==> src/include/csc_defs.svh <==
// Register map, field positions and factory values of the clock synth config bank
// Functional notes
// - Only feedback divider bits seven to one stored
// - Divider B: 2..5 exact, above even
// - Skip bit set bypasses PLL to dividers
// - Prescaler code selects x0.5, x1 or x2
// - Input divider selects ratio 1, 2, 4, 5
// - Enable bit zero floats bank, one drives
// - Style bit one LVDS, zero LVPECL
// - Source codes: crystal, reference, divA, divB
// - Pre-divider A codes give 2, 3, 5, 2
// - Divider A binary 2..63, codes 0,1 invalid
// - Total A equals pre ratio times divider
// - Four factory sets, pins pick active one
// - Frequencies change by pins or serial writes
// - Style and enable writable over serial bus
// - Enable and style act per whole bank
// - Serial slave address 110111 plus select pin
// - Data bytes to ascending registers, MSB first
// - Select pins 00..11 pick sets 0..3
`ifndef CSC_DEFS_SVH
`define CSC_DEFS_SVH
`define CSC_NUM_REGS     8'h18
`define CSC_OFS_FB       5'h00
`define CSC_OFS_NB       5'h04
`define CSC_OFS_PLL      5'h08
`define CSC_OFS_OUT      5'h0C
`define CSC_OFS_MUX      5'h10
`define CSC_OFS_DIVA     5'h14
`define CSC_SKIP_BIT     6
`define CSC_MASK_LOW7    8'h7F
`define CSC_MASK_MUX     8'h0F
`define CSC_MASK_FULL    8'hFF
`define CSC_NB_EVEN_MIN  7'h06
`define CSC_DEV_ADDR_HI  6'h37
`define CSC_FACTORY_DEFAULT \
  192'h8585_8585_0E0E_0E0E_F0F0_F0F0_2121_2121_1010_1010_1919_1919
`endif

==> src/include/csc_pkg.sv <==
// Types shared by the clock synth config bank
package csc_pkg;
  typedef enum logic [1:0] {
    CSC_SRC_XTAL  = 2'b00,
    CSC_SRC_REF   = 2'b01,
    CSC_SRC_DIV_A = 2'b10,
    CSC_SRC_DIV_B = 2'b11
  } csc_src_type;
  typedef enum logic [1:0] {
    CSC_PS_HALF = 2'b00,
    CSC_PS_ONE  = 2'b01,
    CSC_PS_TWO  = 2'b10
  } csc_pscale_type;
  typedef enum logic [3:0] {
    ST_IDLE    = 4'b0000,
    ST_DEV     = 4'b0001,
    ST_DEV_ACK = 4'b0010,
    ST_PTR     = 4'b0011,
    ST_PTR_ACK = 4'b0100,
    ST_WR      = 4'b0101,
    ST_WR_ACK  = 4'b0110,
    ST_RD      = 4'b0111,
    ST_RD_ACK  = 4'b1000
  } csc_state_type;
  typedef struct packed {
    logic [7:0]     feedback_divider;
    logic [6:0]     output_divider_b;
    logic           nb_invalid;
    logic           pll_skip_select;
    csc_pscale_type input_prescaler;
    logic [2:0]     input_clock_divider;
    logic [1:0]     loop_bandwidth;
    logic [3:0]     bank_output_enable;
    logic [3:0]     bank_output_style;
    csc_src_type    bank_a_source;
    csc_src_type    bank_b_source;
    logic [2:0]     pre_divider_a;
    logic [5:0]     output_divider_a;
    logic           na_invalid;
    logic [8:0]     div_a_total;
    logic [1:0]     active_set;
  } csc_cfg_type;
endpackage

==> src/hdl/csc_config_bank.sv <==
// Serial-programmable four-set configuration store with field decoding
`timescale 1ns/1ns
`default_nettype none
`include "csc_defs.svh"
module csc_config_bank #(
  parameter logic [191:0] FACTORY_DEFAULT = `CSC_FACTORY_DEFAULT,
  parameter int unsigned  CH_PER_BANK     = 2
) (
  // Clock and reset
  input  wire logic                     sys_clk,
  input  wire logic                     resetn,
  // Serial configuration pins
  input  wire logic                     scl,
  input  wire logic                     sda_in,
  output logic                          sda_out,
  output logic                          sda_oe,
  input  wire logic                     addr_sel,
  // Set selection pins
  input  wire logic [1:0]               config_set_select,
  // Decoded active configuration
  output csc_pkg::csc_cfg_type          active_cfg,
  output logic [4*CH_PER_BANK-1:0]      chan_enable,
  output logic [4*CH_PER_BANK-1:0]      chan_lvds
);
  import csc_pkg::*;

  logic [1:0]          rst_pipe;
  logic                rst_n;
  logic                scl_q;
  logic                sda_q;
  logic                scl_p;
  logic                sda_p;
  logic                scl_rise;
  logic                scl_fall;
  logic                bus_start;
  logic                bus_stop;
  csc_state_type       state;
  logic [2:0]          bit_cnt;
  logic [7:0]          shift;
  logic [7:0]          reg_ptr;
  logic                read_mode;
  logic [7:0]          byte_in;
  logic                dev_hit;
  logic                ptr_ok;
  logic [4:0]          wr_idx;
  logic [7:0]          wr_data;
  logic                wr_fire;
  logic [7:0]          rd_byte;
  logic [7:0]          cfg_mem [0:23];
  logic [1:0]          sel_q;
  logic [7:0]          fb_raw;
  logic [7:0]          nb_raw;
  logic [7:0]          pll_raw;
  logic [7:0]          out_raw;
  logic [7:0]          mux_raw;
  logic [7:0]          diva_raw;
  logic [6:0]          fb_code;
  logic [6:0]          nb_code;
  csc_cfg_type         next_cfg;

  // Keep reserved bits at zero so reads return zero there
  function automatic logic [7:0] reg_mask(input logic [4:0] idx);
    logic [7:0] m;
    m = `CSC_MASK_FULL;
    if (idx < `CSC_OFS_PLL) begin
      m = `CSC_MASK_LOW7;
    end else if (idx < `CSC_OFS_OUT) begin
      m = `CSC_MASK_LOW7;
    end else if (idx >= `CSC_OFS_MUX && idx < `CSC_OFS_DIVA) begin
      m = `CSC_MASK_MUX;
    end
    return m;
  endfunction

  // Reset release through two flops
  always_ff @(posedge sys_clk or negedge resetn) begin
    if (!resetn) begin
      rst_pipe <= 2'h0;
    end else begin
      rst_pipe <= {rst_pipe[0], 1'b1};
    end
  end
  assign rst_n = rst_pipe[1];

  // Pin samples, previous copy for edge and condition detect
  always_ff @(posedge sys_clk or negedge rst_n) begin
    if (!rst_n) begin
      scl_q <= 1'b1;
      sda_q <= 1'b1;
      scl_p <= 1'b1;
      sda_p <= 1'b1;
    end else begin
      scl_q <= scl;
      sda_q <= sda_in;
      scl_p <= scl_q;
      sda_p <= sda_q;
    end
  end

  // Bus events; start and stop need clock high on both samples
  assign scl_rise  = scl_q & ~scl_p;
  assign scl_fall  = ~scl_q & scl_p;
  assign bus_start = scl_q & scl_p & sda_p & ~sda_q;
  assign bus_stop  = scl_q & scl_p & ~sda_p & sda_q;
  assign byte_in   = {shift[6:0], sda_q};
  assign dev_hit   = byte_in[7:1] == {`CSC_DEV_ADDR_HI, addr_sel};
  assign ptr_ok    = reg_ptr < `CSC_NUM_REGS;
  assign wr_idx    = reg_ptr[4:0];
  assign wr_data   = byte_in & reg_mask(wr_idx);
  assign wr_fire   = scl_rise & (state == ST_WR) & (bit_cnt == 3'h7) & ptr_ok;
  // Past the map reads give zero and writes are dropped
  assign rd_byte   = ptr_ok ? cfg_mem[wr_idx] : 8'h00;

  // Transfer sequencer; pointer survives repeated start
  always_ff @(posedge sys_clk or negedge rst_n) begin
    if (!rst_n) begin
      state     <= ST_IDLE;
      bit_cnt   <= 3'h0;
      shift     <= 8'h00;
      reg_ptr   <= 8'h00;
      read_mode <= 1'b0;
    end else if (bus_stop) begin
      state <= ST_IDLE;
    end else if (bus_start) begin
      state   <= ST_DEV;
      bit_cnt <= 3'h0;
    end else if (scl_rise) begin
      case (state)
        ST_DEV: begin
          shift   <= byte_in;
          bit_cnt <= bit_cnt + 3'h1;
          if (bit_cnt == 3'h7) begin
            read_mode <= sda_q;
            state     <= dev_hit ? ST_DEV_ACK : ST_IDLE;
          end
        end
        ST_DEV_ACK: begin
          bit_cnt <= 3'h0;
          if (read_mode) begin
            shift   <= rd_byte;
            reg_ptr <= reg_ptr + 8'h01;
            state   <= ST_RD;
          end else begin
            state <= ST_PTR;
          end
        end
        ST_PTR: begin
          shift   <= byte_in;
          bit_cnt <= bit_cnt + 3'h1;
          if (bit_cnt == 3'h7) begin
            reg_ptr <= byte_in;
            state   <= ST_PTR_ACK;
          end
        end
        ST_PTR_ACK, ST_WR_ACK: begin
          bit_cnt <= 3'h0;
          state   <= ST_WR;
        end
        ST_WR: begin
          shift   <= byte_in;
          bit_cnt <= bit_cnt + 3'h1;
          if (bit_cnt == 3'h7) begin
            reg_ptr <= reg_ptr + 8'h01;
            state   <= ST_WR_ACK;
          end
        end
        ST_RD: begin
          shift   <= {shift[6:0], 1'b0};
          bit_cnt <= bit_cnt + 3'h1;
          if (bit_cnt == 3'h7) begin
            state <= ST_RD_ACK;
          end
        end
        ST_RD_ACK: begin
          bit_cnt <= 3'h0;
          // Master not acknowledging ends the read
          if (sda_q) begin
            state <= ST_IDLE;
          end else begin
            shift   <= rd_byte;
            reg_ptr <= reg_ptr + 8'h01;
            state   <= ST_RD;
          end
        end
        default: begin
          state <= ST_IDLE;
        end
      endcase
    end
  end

  // Data line changes only while clock is low
  always_ff @(posedge sys_clk or negedge rst_n) begin
    if (!rst_n) begin
      sda_oe <= 1'b0;
    end else if (bus_start || bus_stop) begin
      sda_oe <= 1'b0;
    end else if (scl_fall) begin
      case (state)
        ST_DEV_ACK, ST_PTR_ACK, ST_WR_ACK: begin
          sda_oe <= 1'b1;
        end
        ST_RD: begin
          sda_oe <= ~shift[7];
        end
        default: begin
          sda_oe <= 1'b0;
        end
      endcase
    end
  end
  assign sda_out = 1'b0; // Open drain, only pulls low

  // Four sets, factory values at power-up, host overwrites
  always_ff @(posedge sys_clk or negedge rst_n) begin
    if (!rst_n) begin
      for (int i = 0; i < 24; i++) begin
        cfg_mem[i] <= FACTORY_DEFAULT[8*i +: 8] & reg_mask(5'(i));
      end
    end else if (wr_fire) begin
      cfg_mem[wr_idx] <= wr_data;
    end
  end

  // Active set follows the select pins at any time
  always_ff @(posedge sys_clk or negedge rst_n) begin
    if (!rst_n) begin
      sel_q <= 2'h0;
    end else begin
      sel_q <= config_set_select;
    end
  end

  // Fields of the active set
  assign fb_raw   = cfg_mem[`CSC_OFS_FB + {3'h0, sel_q}];
  assign nb_raw   = cfg_mem[`CSC_OFS_NB + {3'h0, sel_q}];
  assign pll_raw  = cfg_mem[`CSC_OFS_PLL + {3'h0, sel_q}];
  assign out_raw  = cfg_mem[`CSC_OFS_OUT + {3'h0, sel_q}];
  assign mux_raw  = cfg_mem[`CSC_OFS_MUX + {3'h0, sel_q}];
  assign diva_raw = cfg_mem[`CSC_OFS_DIVA + {3'h0, sel_q}];
  assign fb_code  = fb_raw[6:0];
  assign nb_code  = nb_raw[6:0];

  // Decode; invalid codes are flagged, not corrected
  always_comb begin
    next_cfg = '0;
    next_cfg.feedback_divider = {fb_code, 1'b0};
    if (nb_code >= `CSC_NB_EVEN_MIN) begin
      next_cfg.output_divider_b = {nb_code[6:1], 1'b0};
    end else begin
      next_cfg.output_divider_b = nb_code;
    end
    next_cfg.nb_invalid = nb_code[6:1] == 6'h00;
    next_cfg.pll_skip_select = pll_raw[`CSC_SKIP_BIT];
    case (pll_raw[5:4])
      2'h0:    next_cfg.input_prescaler = CSC_PS_HALF;
      2'h1:    next_cfg.input_prescaler = CSC_PS_ONE;
      default: next_cfg.input_prescaler = CSC_PS_TWO;
    endcase
    case (pll_raw[3:2])
      2'h0:    next_cfg.input_clock_divider = 3'h1;
      2'h1:    next_cfg.input_clock_divider = 3'h2;
      2'h2:    next_cfg.input_clock_divider = 3'h4;
      default: next_cfg.input_clock_divider = 3'h5;
    endcase
    next_cfg.loop_bandwidth = pll_raw[1:0];
    next_cfg.bank_output_enable = out_raw[7:4];
    next_cfg.bank_output_style  = out_raw[3:0];
    next_cfg.bank_a_source = csc_src_type'(mux_raw[1:0]);
    next_cfg.bank_b_source = csc_src_type'(mux_raw[3:2]);
    case (diva_raw[7:6])
      2'h1:    next_cfg.pre_divider_a = 3'h3;
      2'h2:    next_cfg.pre_divider_a = 3'h5;
      default: next_cfg.pre_divider_a = 3'h2;
    endcase
    next_cfg.output_divider_a = diva_raw[5:0];
    next_cfg.na_invalid = diva_raw[5:1] == 5'h00;
    next_cfg.div_a_total = 9'(next_cfg.pre_divider_a) * 9'(diva_raw[5:0]);
    next_cfg.active_set = sel_q;
  end

  // Registered decode output
  always_ff @(posedge sys_clk or negedge rst_n) begin
    if (!rst_n) begin
      active_cfg <= '0;
    end else begin
      active_cfg <= next_cfg;
    end
  end

  // Bank bits fan out to every channel of that bank
  for (genvar j = 0; j < 4*CH_PER_BANK; j++) begin : g_chan
    always_ff @(posedge sys_clk or negedge rst_n) begin
      if (!rst_n) begin
        chan_enable[j] <= 1'b0;
        chan_lvds[j]   <= 1'b0;
      end else begin
        chan_enable[j] <= next_cfg.bank_output_enable[j / CH_PER_BANK];
        chan_lvds[j]   <= next_cfg.bank_output_style[j / CH_PER_BANK];
      end
    end
  end

  // Checks
  fb_double_a: assert property (
    @(posedge sys_clk) disable iff (!rst_n)
    rst_n |=> active_cfg.feedback_divider == {$past(fb_code), 1'b0})
    else $error("feedback divider not twice stored code");
  nb_even_a: assert property (
    @(posedge sys_clk) disable iff (!rst_n)
    rst_n && nb_code >= 7'h06 |=> !active_cfg.output_divider_b[0] && !active_cfg.nb_invalid)
    else $error("divider B high code not even");
  nb_small_a: assert property (
    @(posedge sys_clk) disable iff (!rst_n)
    rst_n && nb_code < 7'h06 |=> active_cfg.output_divider_b == $past(nb_code))
    else $error("divider B low code not exact");
  skip_route_a: assert property (
    @(posedge sys_clk) disable iff (!rst_n)
    rst_n && pll_raw[6] |=> active_cfg.pll_skip_select)
    else $error("skip bit not passed");
  in_div_a: assert property (
    @(posedge sys_clk) disable iff (!rst_n)
    rst_n && pll_raw[3:2] == 2'h3 |=> active_cfg.input_clock_divider == 3'h5)
    else $error("input divider code 3 not ratio 5");
  pre_div_a: assert property (
    @(posedge sys_clk) disable iff (!rst_n)
    rst_n && diva_raw[7:6] == 2'h2 |=> active_cfg.pre_divider_a == 3'h5)
    else $error("pre-divider code 2 not ratio 5");
  total_div_a: assert property (
    @(posedge sys_clk) disable iff (!rst_n)
    rst_n && diva_raw[7:6] == 2'h2 |=>
      active_cfg.div_a_total == 9'h005 * 9'(active_cfg.output_divider_a))
    else $error("divider A total wrong");
  src_sel_a: assert property (
    @(posedge sys_clk) disable iff (!rst_n)
    rst_n && mux_raw[1:0] == 2'h2 |=> active_cfg.bank_a_source == CSC_SRC_DIV_A)
    else $error("bank A source decode wrong");
  set_follow_a: assert property (
    @(posedge sys_clk) disable iff (!rst_n)
    config_set_select == 2'h3 |-> ##2 active_cfg.active_set == 2'h3)
    else $error("active set not following pins");
  write_store_a: assert property (
    @(posedge sys_clk) disable iff (!rst_n)
    wr_fire |=> cfg_mem[$past(wr_idx)] == $past(wr_data) && reg_ptr == $past(reg_ptr) + 8'h01)
    else $error("write not stored or pointer not advanced");
  addr_ack_a: assert property (
    @(posedge sys_clk) disable iff (!rst_n)
    state == ST_DEV_ACK && scl_fall |=> sda_oe)
    else $error("address not acknowledged");
  bank_group_a: assert property (
    @(posedge sys_clk) disable iff (!rst_n)
    rst_n && !out_raw[4] |=>
      chan_enable[CH_PER_BANK-1:0] == '0 && !active_cfg.bank_output_enable[0])
    else $error("bank A enable not applied to whole bank");
endmodule
`default_nettype wire

==> config.mk <==
export PLATFORM = sky130hd
export DESIGN_NAME = csc_config_bank
export DESIGN_NICKNAME = d
export VERILOG_FILES = /design/src/include/csc_pkg.sv /design/src/hdl/csc_config_bank.sv
export VERILOG_INCLUDE_DIRS = /design/src /design/src/include
export SDC_FILE = /design/constraint.sdc
export NUM_CORES = 1
export LEC_CHECK = 0
export BUFFER_PORTS_ARGS = -buffer_cell sky130_fd_sc_hd__buf_4
export CAP_MARGIN = 20
export CORE_ASPECT_RATIO = 0.7
export CORE_MARGIN = 10
export CORE_UTILIZATION = 50
export CTS_BUF_LIST = sky130_fd_sc_hd__clkbuf_16
export DETAILED_ROUTE_END_ITERATION = 6
export GPL_TIMING_DRIVEN = 0
export PLACE_DENSITY = 0.79
export SETUP_SLACK_MARGIN = 0.4
export SLEW_MARGIN = 0
export SYNTH_ARGS = -nofsm -noshare
export SYNTH_HDL_FRONTEND = slang
export SYNTH_SLANG_ARGS = --single-unit
==> constraint.sdc <==
create_clock -name sys_clk -period 14.57 [get_ports sys_clk]
set_clock_uncertainty 0.15 [all_clocks]
set_input_delay 0.7285 -clock sys_clk [delete_from_list [all_inputs] [get_ports sys_clk]]
set_output_delay 0.7285 -clock sys_clk [all_outputs]
set_load 0.01 [all_outputs]
== Word level (Yosys, flattened, before mapping) ==
Index checks and enable logic that the tools add are counted.
W data, S select, Z words.
Operators by class
  reductions and logical operators: 23
  order comparisons: 14
  $add $sub $neg: 7
  muxes and demuxes: 57
  $mul: 1
  bitwise gates (word level): 25
  equality and inequality tests: 23
Operators with widths (count)
  $bmux W8 S5: 7
  $bwmux W192: 1
  $mux W8: 17
  $pmux W8 S4: 2
  $ge A6 B6 Y1 const B: 7
  $mux W7: 6
  $demux W8 S5: 1
  $mux W4: 9
  $not A5 Y6: 5
  $pmux W4 S7: 1
  $eq A4 B3 Y1 const B: 4
  $mux W3: 4
  $ne A4 B4 Y1 const B: 3
  $pmux W3 S2: 2
  $add A4 B2 Y5 const A: 2
  $add A5 B2 Y5 const A: 2
  $and A1 B1 Y1: 10
  $lt A5 B4 Y1 const B: 2
  $reduce_and A5 Y1: 2
  $mul A3 B6 Y9: 1
  $pmux W3 S3: 1
  $add A8 B1 Y8 const B: 1
  $and A8 B8 Y8: 1
  $eq A4 B2 Y1 const B: 2
  37 further kinds: 57
Word-level totals
  bits in registers: 289
  input bits: 7
  word-level logic and storage cells: 210
  output and inout bits: 75

== Longest topological paths before layout ==
  word-level depth: 8
  mapped depth: 17
  mapped depth without buffers: 14

== Least setup slack after synthesis ==
Ideal clock, no wire load.
  kind: flip-flop to flip-flop
  start: reg sel_q[0]
  end: reg active_cfg[10] (netlist name)
  library setup time: 0.064 ns
  setup slack: 10.499 ns
  data required time: 14.356 ns
  period minus slack after synthesis: 4.071 ns
  buffers on the path: 4
  cell stages (with the launch flop): 18
  arrival time: 3.857 ns
  cells stage by stage: dfrtp_1 buf_6 buf_6 buf_2 buf_2 mux4_2 ha_1 inv_1 and2_1 fa_1 ha_1 inv_1 fa_1 inv_1 a21oi_1 o21bai_1 a21o_1 a21o_1
RTL lines
  start, declared: line csc_config_bank.sv:50  | logic [1:0] sel_q;
  start signal, assigned: line csc_config_bank.sv:230  | sel_q <= config_set_select;
  end signal, assigned: line csc_config_bank.sv:287  | active_cfg <= next_cfg;
  end, declared: line csc_config_bank.sv:21  | output csc_pkg::csc_cfg_type active_cfg,

==> run summary <==
STATUS
--------------------------------------------------------------------------------
Outcome ........................................................... complete, no violations

FINAL LAYOUT
--------------------------------------------------------------------------------
Flip-flop and latch area ..........................................    7120 um^2
Multi-input logic area ............................................    6320 um^2
Area growth from synthesis to final layout ........................        14.4%
Most common cell after layout, fill and taps aside ................      dfrtp_1
Layout net count ..................................................         1163
Leading cell types in the layout, fill and taps excluded .......... 212 x dfrtp_1, 146 x mux2_2, 99 x buf_4
Fillcell total ....................................................         2208
Post-layout instance area .........................................   16000 um^2
Antenna diode count ...............................................            0
Layout cells sized above 1 ........................................        42.4%

GRT
--------------------------------------------------------------------------------
Global-route track usage on met2 ..................................        29.8%
Routing usage on met1 .............................................        29.9%
Via count of the first global-routing pass ........................         9163
Remaining global-route overflow ...................................            0
Number of antenna violations at the first check in global routing .            1
Most heavily used metal layer in global routing ...................         met1
Global Route met3 Usage ...........................................        7.30%
Global-route wire length before repair ............................      56.6 mm
Global routing usage summed across all routing layers .............        20.9%
Largest net degree at the start of global routing .................           73

DETAILED ROUTING
--------------------------------------------------------------------------------
Total number of vias ..............................................         9185
Antenna violation net count after detailed routing ................            0
First-pass DRT Iterations .........................................            7
Mean routed wirelength per cell ...................................      24.3 um
Final routed DRC violation total ..................................            0
Via-to-Cell Ratio .................................................         6.03
Final WL ..........................................................      36.9 mm
Number of DRC violations after detailed-routing iteration 0 .......          945

TIMING
--------------------------------------------------------------------------------
Final worst path period share .....................................        35.8%
Worst hold-check slack ............................................       127 ps
Count of final setup violators ....................................            0
Max-slew violation count ..........................................            0
Shortest period the worst path allows .............................      5220 ps
Max transition margin .............................................        28.4%
Maximum clock frequency ...........................................      192 MHz
Number of hold violations in the final report .....................            0
Setup repair after global routing missed its margin ...............           no
Sum Neg Setup Slack ...............................................         0 ps
Actual transition at the worst max-transition pin .................      1070 ps

POWER
--------------------------------------------------------------------------------
Worst IR Drop VDD .................................................  0.0000992 V
Total Power Consumption ...........................................      1.79 mW
P_leak ............................................................      7.25 nW
Total power divided by cell area ..................................  112 nW/um^2

CTS
--------------------------------------------------------------------------------
Clk slew on worst S/H paths .......................................        60 ps
Num CTS Buffers ...................................................           27
Bufs on Longest Clock Path ........................................            3
Worst-skew pair later-pin latency .................................       550 ps
# clock sinks .....................................................          281
Clock H-tree levels ...............................................            1
Number of resized instances in the post-cts repair step ...........            0
TritonCTS clock tree ..............................................          yes
Root buffer cell ..................................................    clkbuf_16

PLACE
--------------------------------------------------------------------------------
Detailed Place HPWL ...............................................      26.3 mm
DP Area ...........................................................   15200 um^2
Routability congestion estimate from global placement .............         1.04
Buffers on Ports ..................................................           79

RUN
--------------------------------------------------------------------------------
Maximum capacitance violations ....................................            0

SETUP PATH
--------------------------------------------------------------------------------
Critical path capture point type ..................................    flip-flop
Reg2Reg Setup Slack ...............................................      9350 ps
Required time at the endpoint of the critical path ................     14900 ps
Maximum net fanout on the critical path ...........................           10
Startpoint kind of the worst setup timing path ....................    flip-flop
Arrival time worst endpoint .......................................      5540 ps
Start-to-end type of the worst setup path ......................... flip-flop to flip-flop

FLOORPLAN
--------------------------------------------------------------------------------
Die ar. ...........................................................   35200 um^2
Number of rows in the core area ...................................           51
Number of top-level pins ..........................................           82
Starting Density ..................................................        50.5%
Core ar. ..........................................................   27700 um^2
Die Span X ........................................................       220 um
Die Height ........................................................       160 um

YOSYS
--------------------------------------------------------------------------------
Flop and latch count out of synthesis .............................          281
Dominant cell type by area after synthesis ........................      dfrtp_1
Synthesized instance count ........................................         1018
Top-area cell type share of the netlist area ......................        38.1%
Most used DFF post-synth ..........................................      dfrtp_1
Share of the yosys chip area belonging to registers ...............        50.9%
Average size of a mapped cell .....................................    13.7 um^2
Distinct cells, synth .............................................           69
Area of the mapped netlist ........................................   14000 um^2
Asr flop ratio synth ..............................................         100%
Number of enable flip-flop cells after synthesis ..................            0
Top cells by area in the synthesized netlist ...................... dfrtp_1 38%, dfstp_2 13%, mux2_2 12%
Synth Warn # ......................................................            0

HOLD PATH
--------------------------------------------------------------------------------
Hold crit path type ............................................... primary input to flip-flop

-- metal layers --
layer | vias to the layer above | share of wire, %
li1 | 3946 | -
met1 | 4765 | 44
met2 | 406 | 44
met3 | 68 | 10
met4 | 0 | 2.2
met5 | - | 0
-- power by group --
part           switching [mW]  internal, mW
registers              0.0158         0.796
clock network           0.302         0.371
logic                   0.213        0.0886
total                   0.531          1.25
-- cells by family (layout without fill, tap and decap cells) --
family / count (synthesis) / in the layout / synth area share [%]
simple gates: 200 / 200 / 9.01
xor+xnor: 8 / 8 / 0.501
mux: 281 / 281 / 27.5
fa+ha+maj: 24 / 24 / 2.42
other cells: 2 / 3 / 0.0537
flops: 281 / 281 / 50.9
compound gates: 115 / 115 / 5.72
buf+inv: 107 / 240 / 3.87
-- layout make-up --
cell class                      count  area share, %
Buffer                             90           2.98
Timing Repair Buffer               84           4.46
Multi-Input combinational cell    631           39.6
Tap cell                          371           2.90
Inverter                           17          0.399
Sequential cell                   281           44.5
Clock buffer                       27           4.23
Clock inverter                     22          0.939
-- timing repair --
action | 4_1_cts | 5_1_grt
hold buffers | 1 | 0
setup buffers | 0 | 0
hold endpoints to repair | 2 | 0
-- state kept, by name, indices dropped and copies added (netlist names), 2 cells and up --
name / count
cfg_mem: 192
active_cfg: 56
reg_ptr: 8
shift: 8
state: 4
bit_cnt: 3
rst_pipe: 2
sel_q: 2
-- per-stage QoR --
| stage | cells | setup WS (ps) | utilization, % |
|---|---|---|---|
| floorplan | 1019 | 6130 | - |
| global placement | 1469 | 3100 | 54.3 |
| detailed placement | 1473 | 9400 | 54.7 |
| CTS | 1523 | 9360 | 57.7 |
| global route | 1523 | 9060 | 57.7 |
| finish | 1523 | 9350 | 57.7 |
-- worst max-delay path: stages (launching register included) --
cell and delay, ps:
dfrtp_1 470, buf_2 370, clkbuf_1 680, clkbuf_1 740, mux4_2 480, ha_1 310
inv_1 170, nand2_1 90, fa_1 550, inv_1 60, ha_1 280, a21o_1 150
a21oi_1 210, o21bai_1 80, a21oi_1 180, xnor2_1 140
-- final timing paths --
kind / endpoint / start / cells after the start
worst max register to register: active_cfg[9] / sel_q[1] / 15
max in group asynchronous: cfg_mem[23] / rst_pipe[1] / 3
min in group asynchronous: active_cfg[35] / rst_pipe[1] / 0
worst min-delay path: scl_q / scl / 1
worst min register to register: active_cfg[35] / rst_pipe[1] / 0
worst max-delay path: active_cfg[9] / sel_q[1] / 15
-- cells in the mapped netlist, types with 8 or more instances --
cell / n
mux4_2: 66
mux2_2: 146
mux2i_1: 49
ha_1: 19
dfrtp_1: 213
nor2_4: 20
buf_4: 20
and2_1: 34
a21oi_1: 25
clkbuf_1: 38
o21ai_0: 14
nor2_1: 12
nor2b_1: 21
nand3_1: 12
inv_1: 17
dfstp_2: 68
nand2_2: 8
buf_2: 20
o22ai_1: 21
nand2_1: 42
mux2_1: 20
Note: power is estimated with default switching activity, not from simulation.
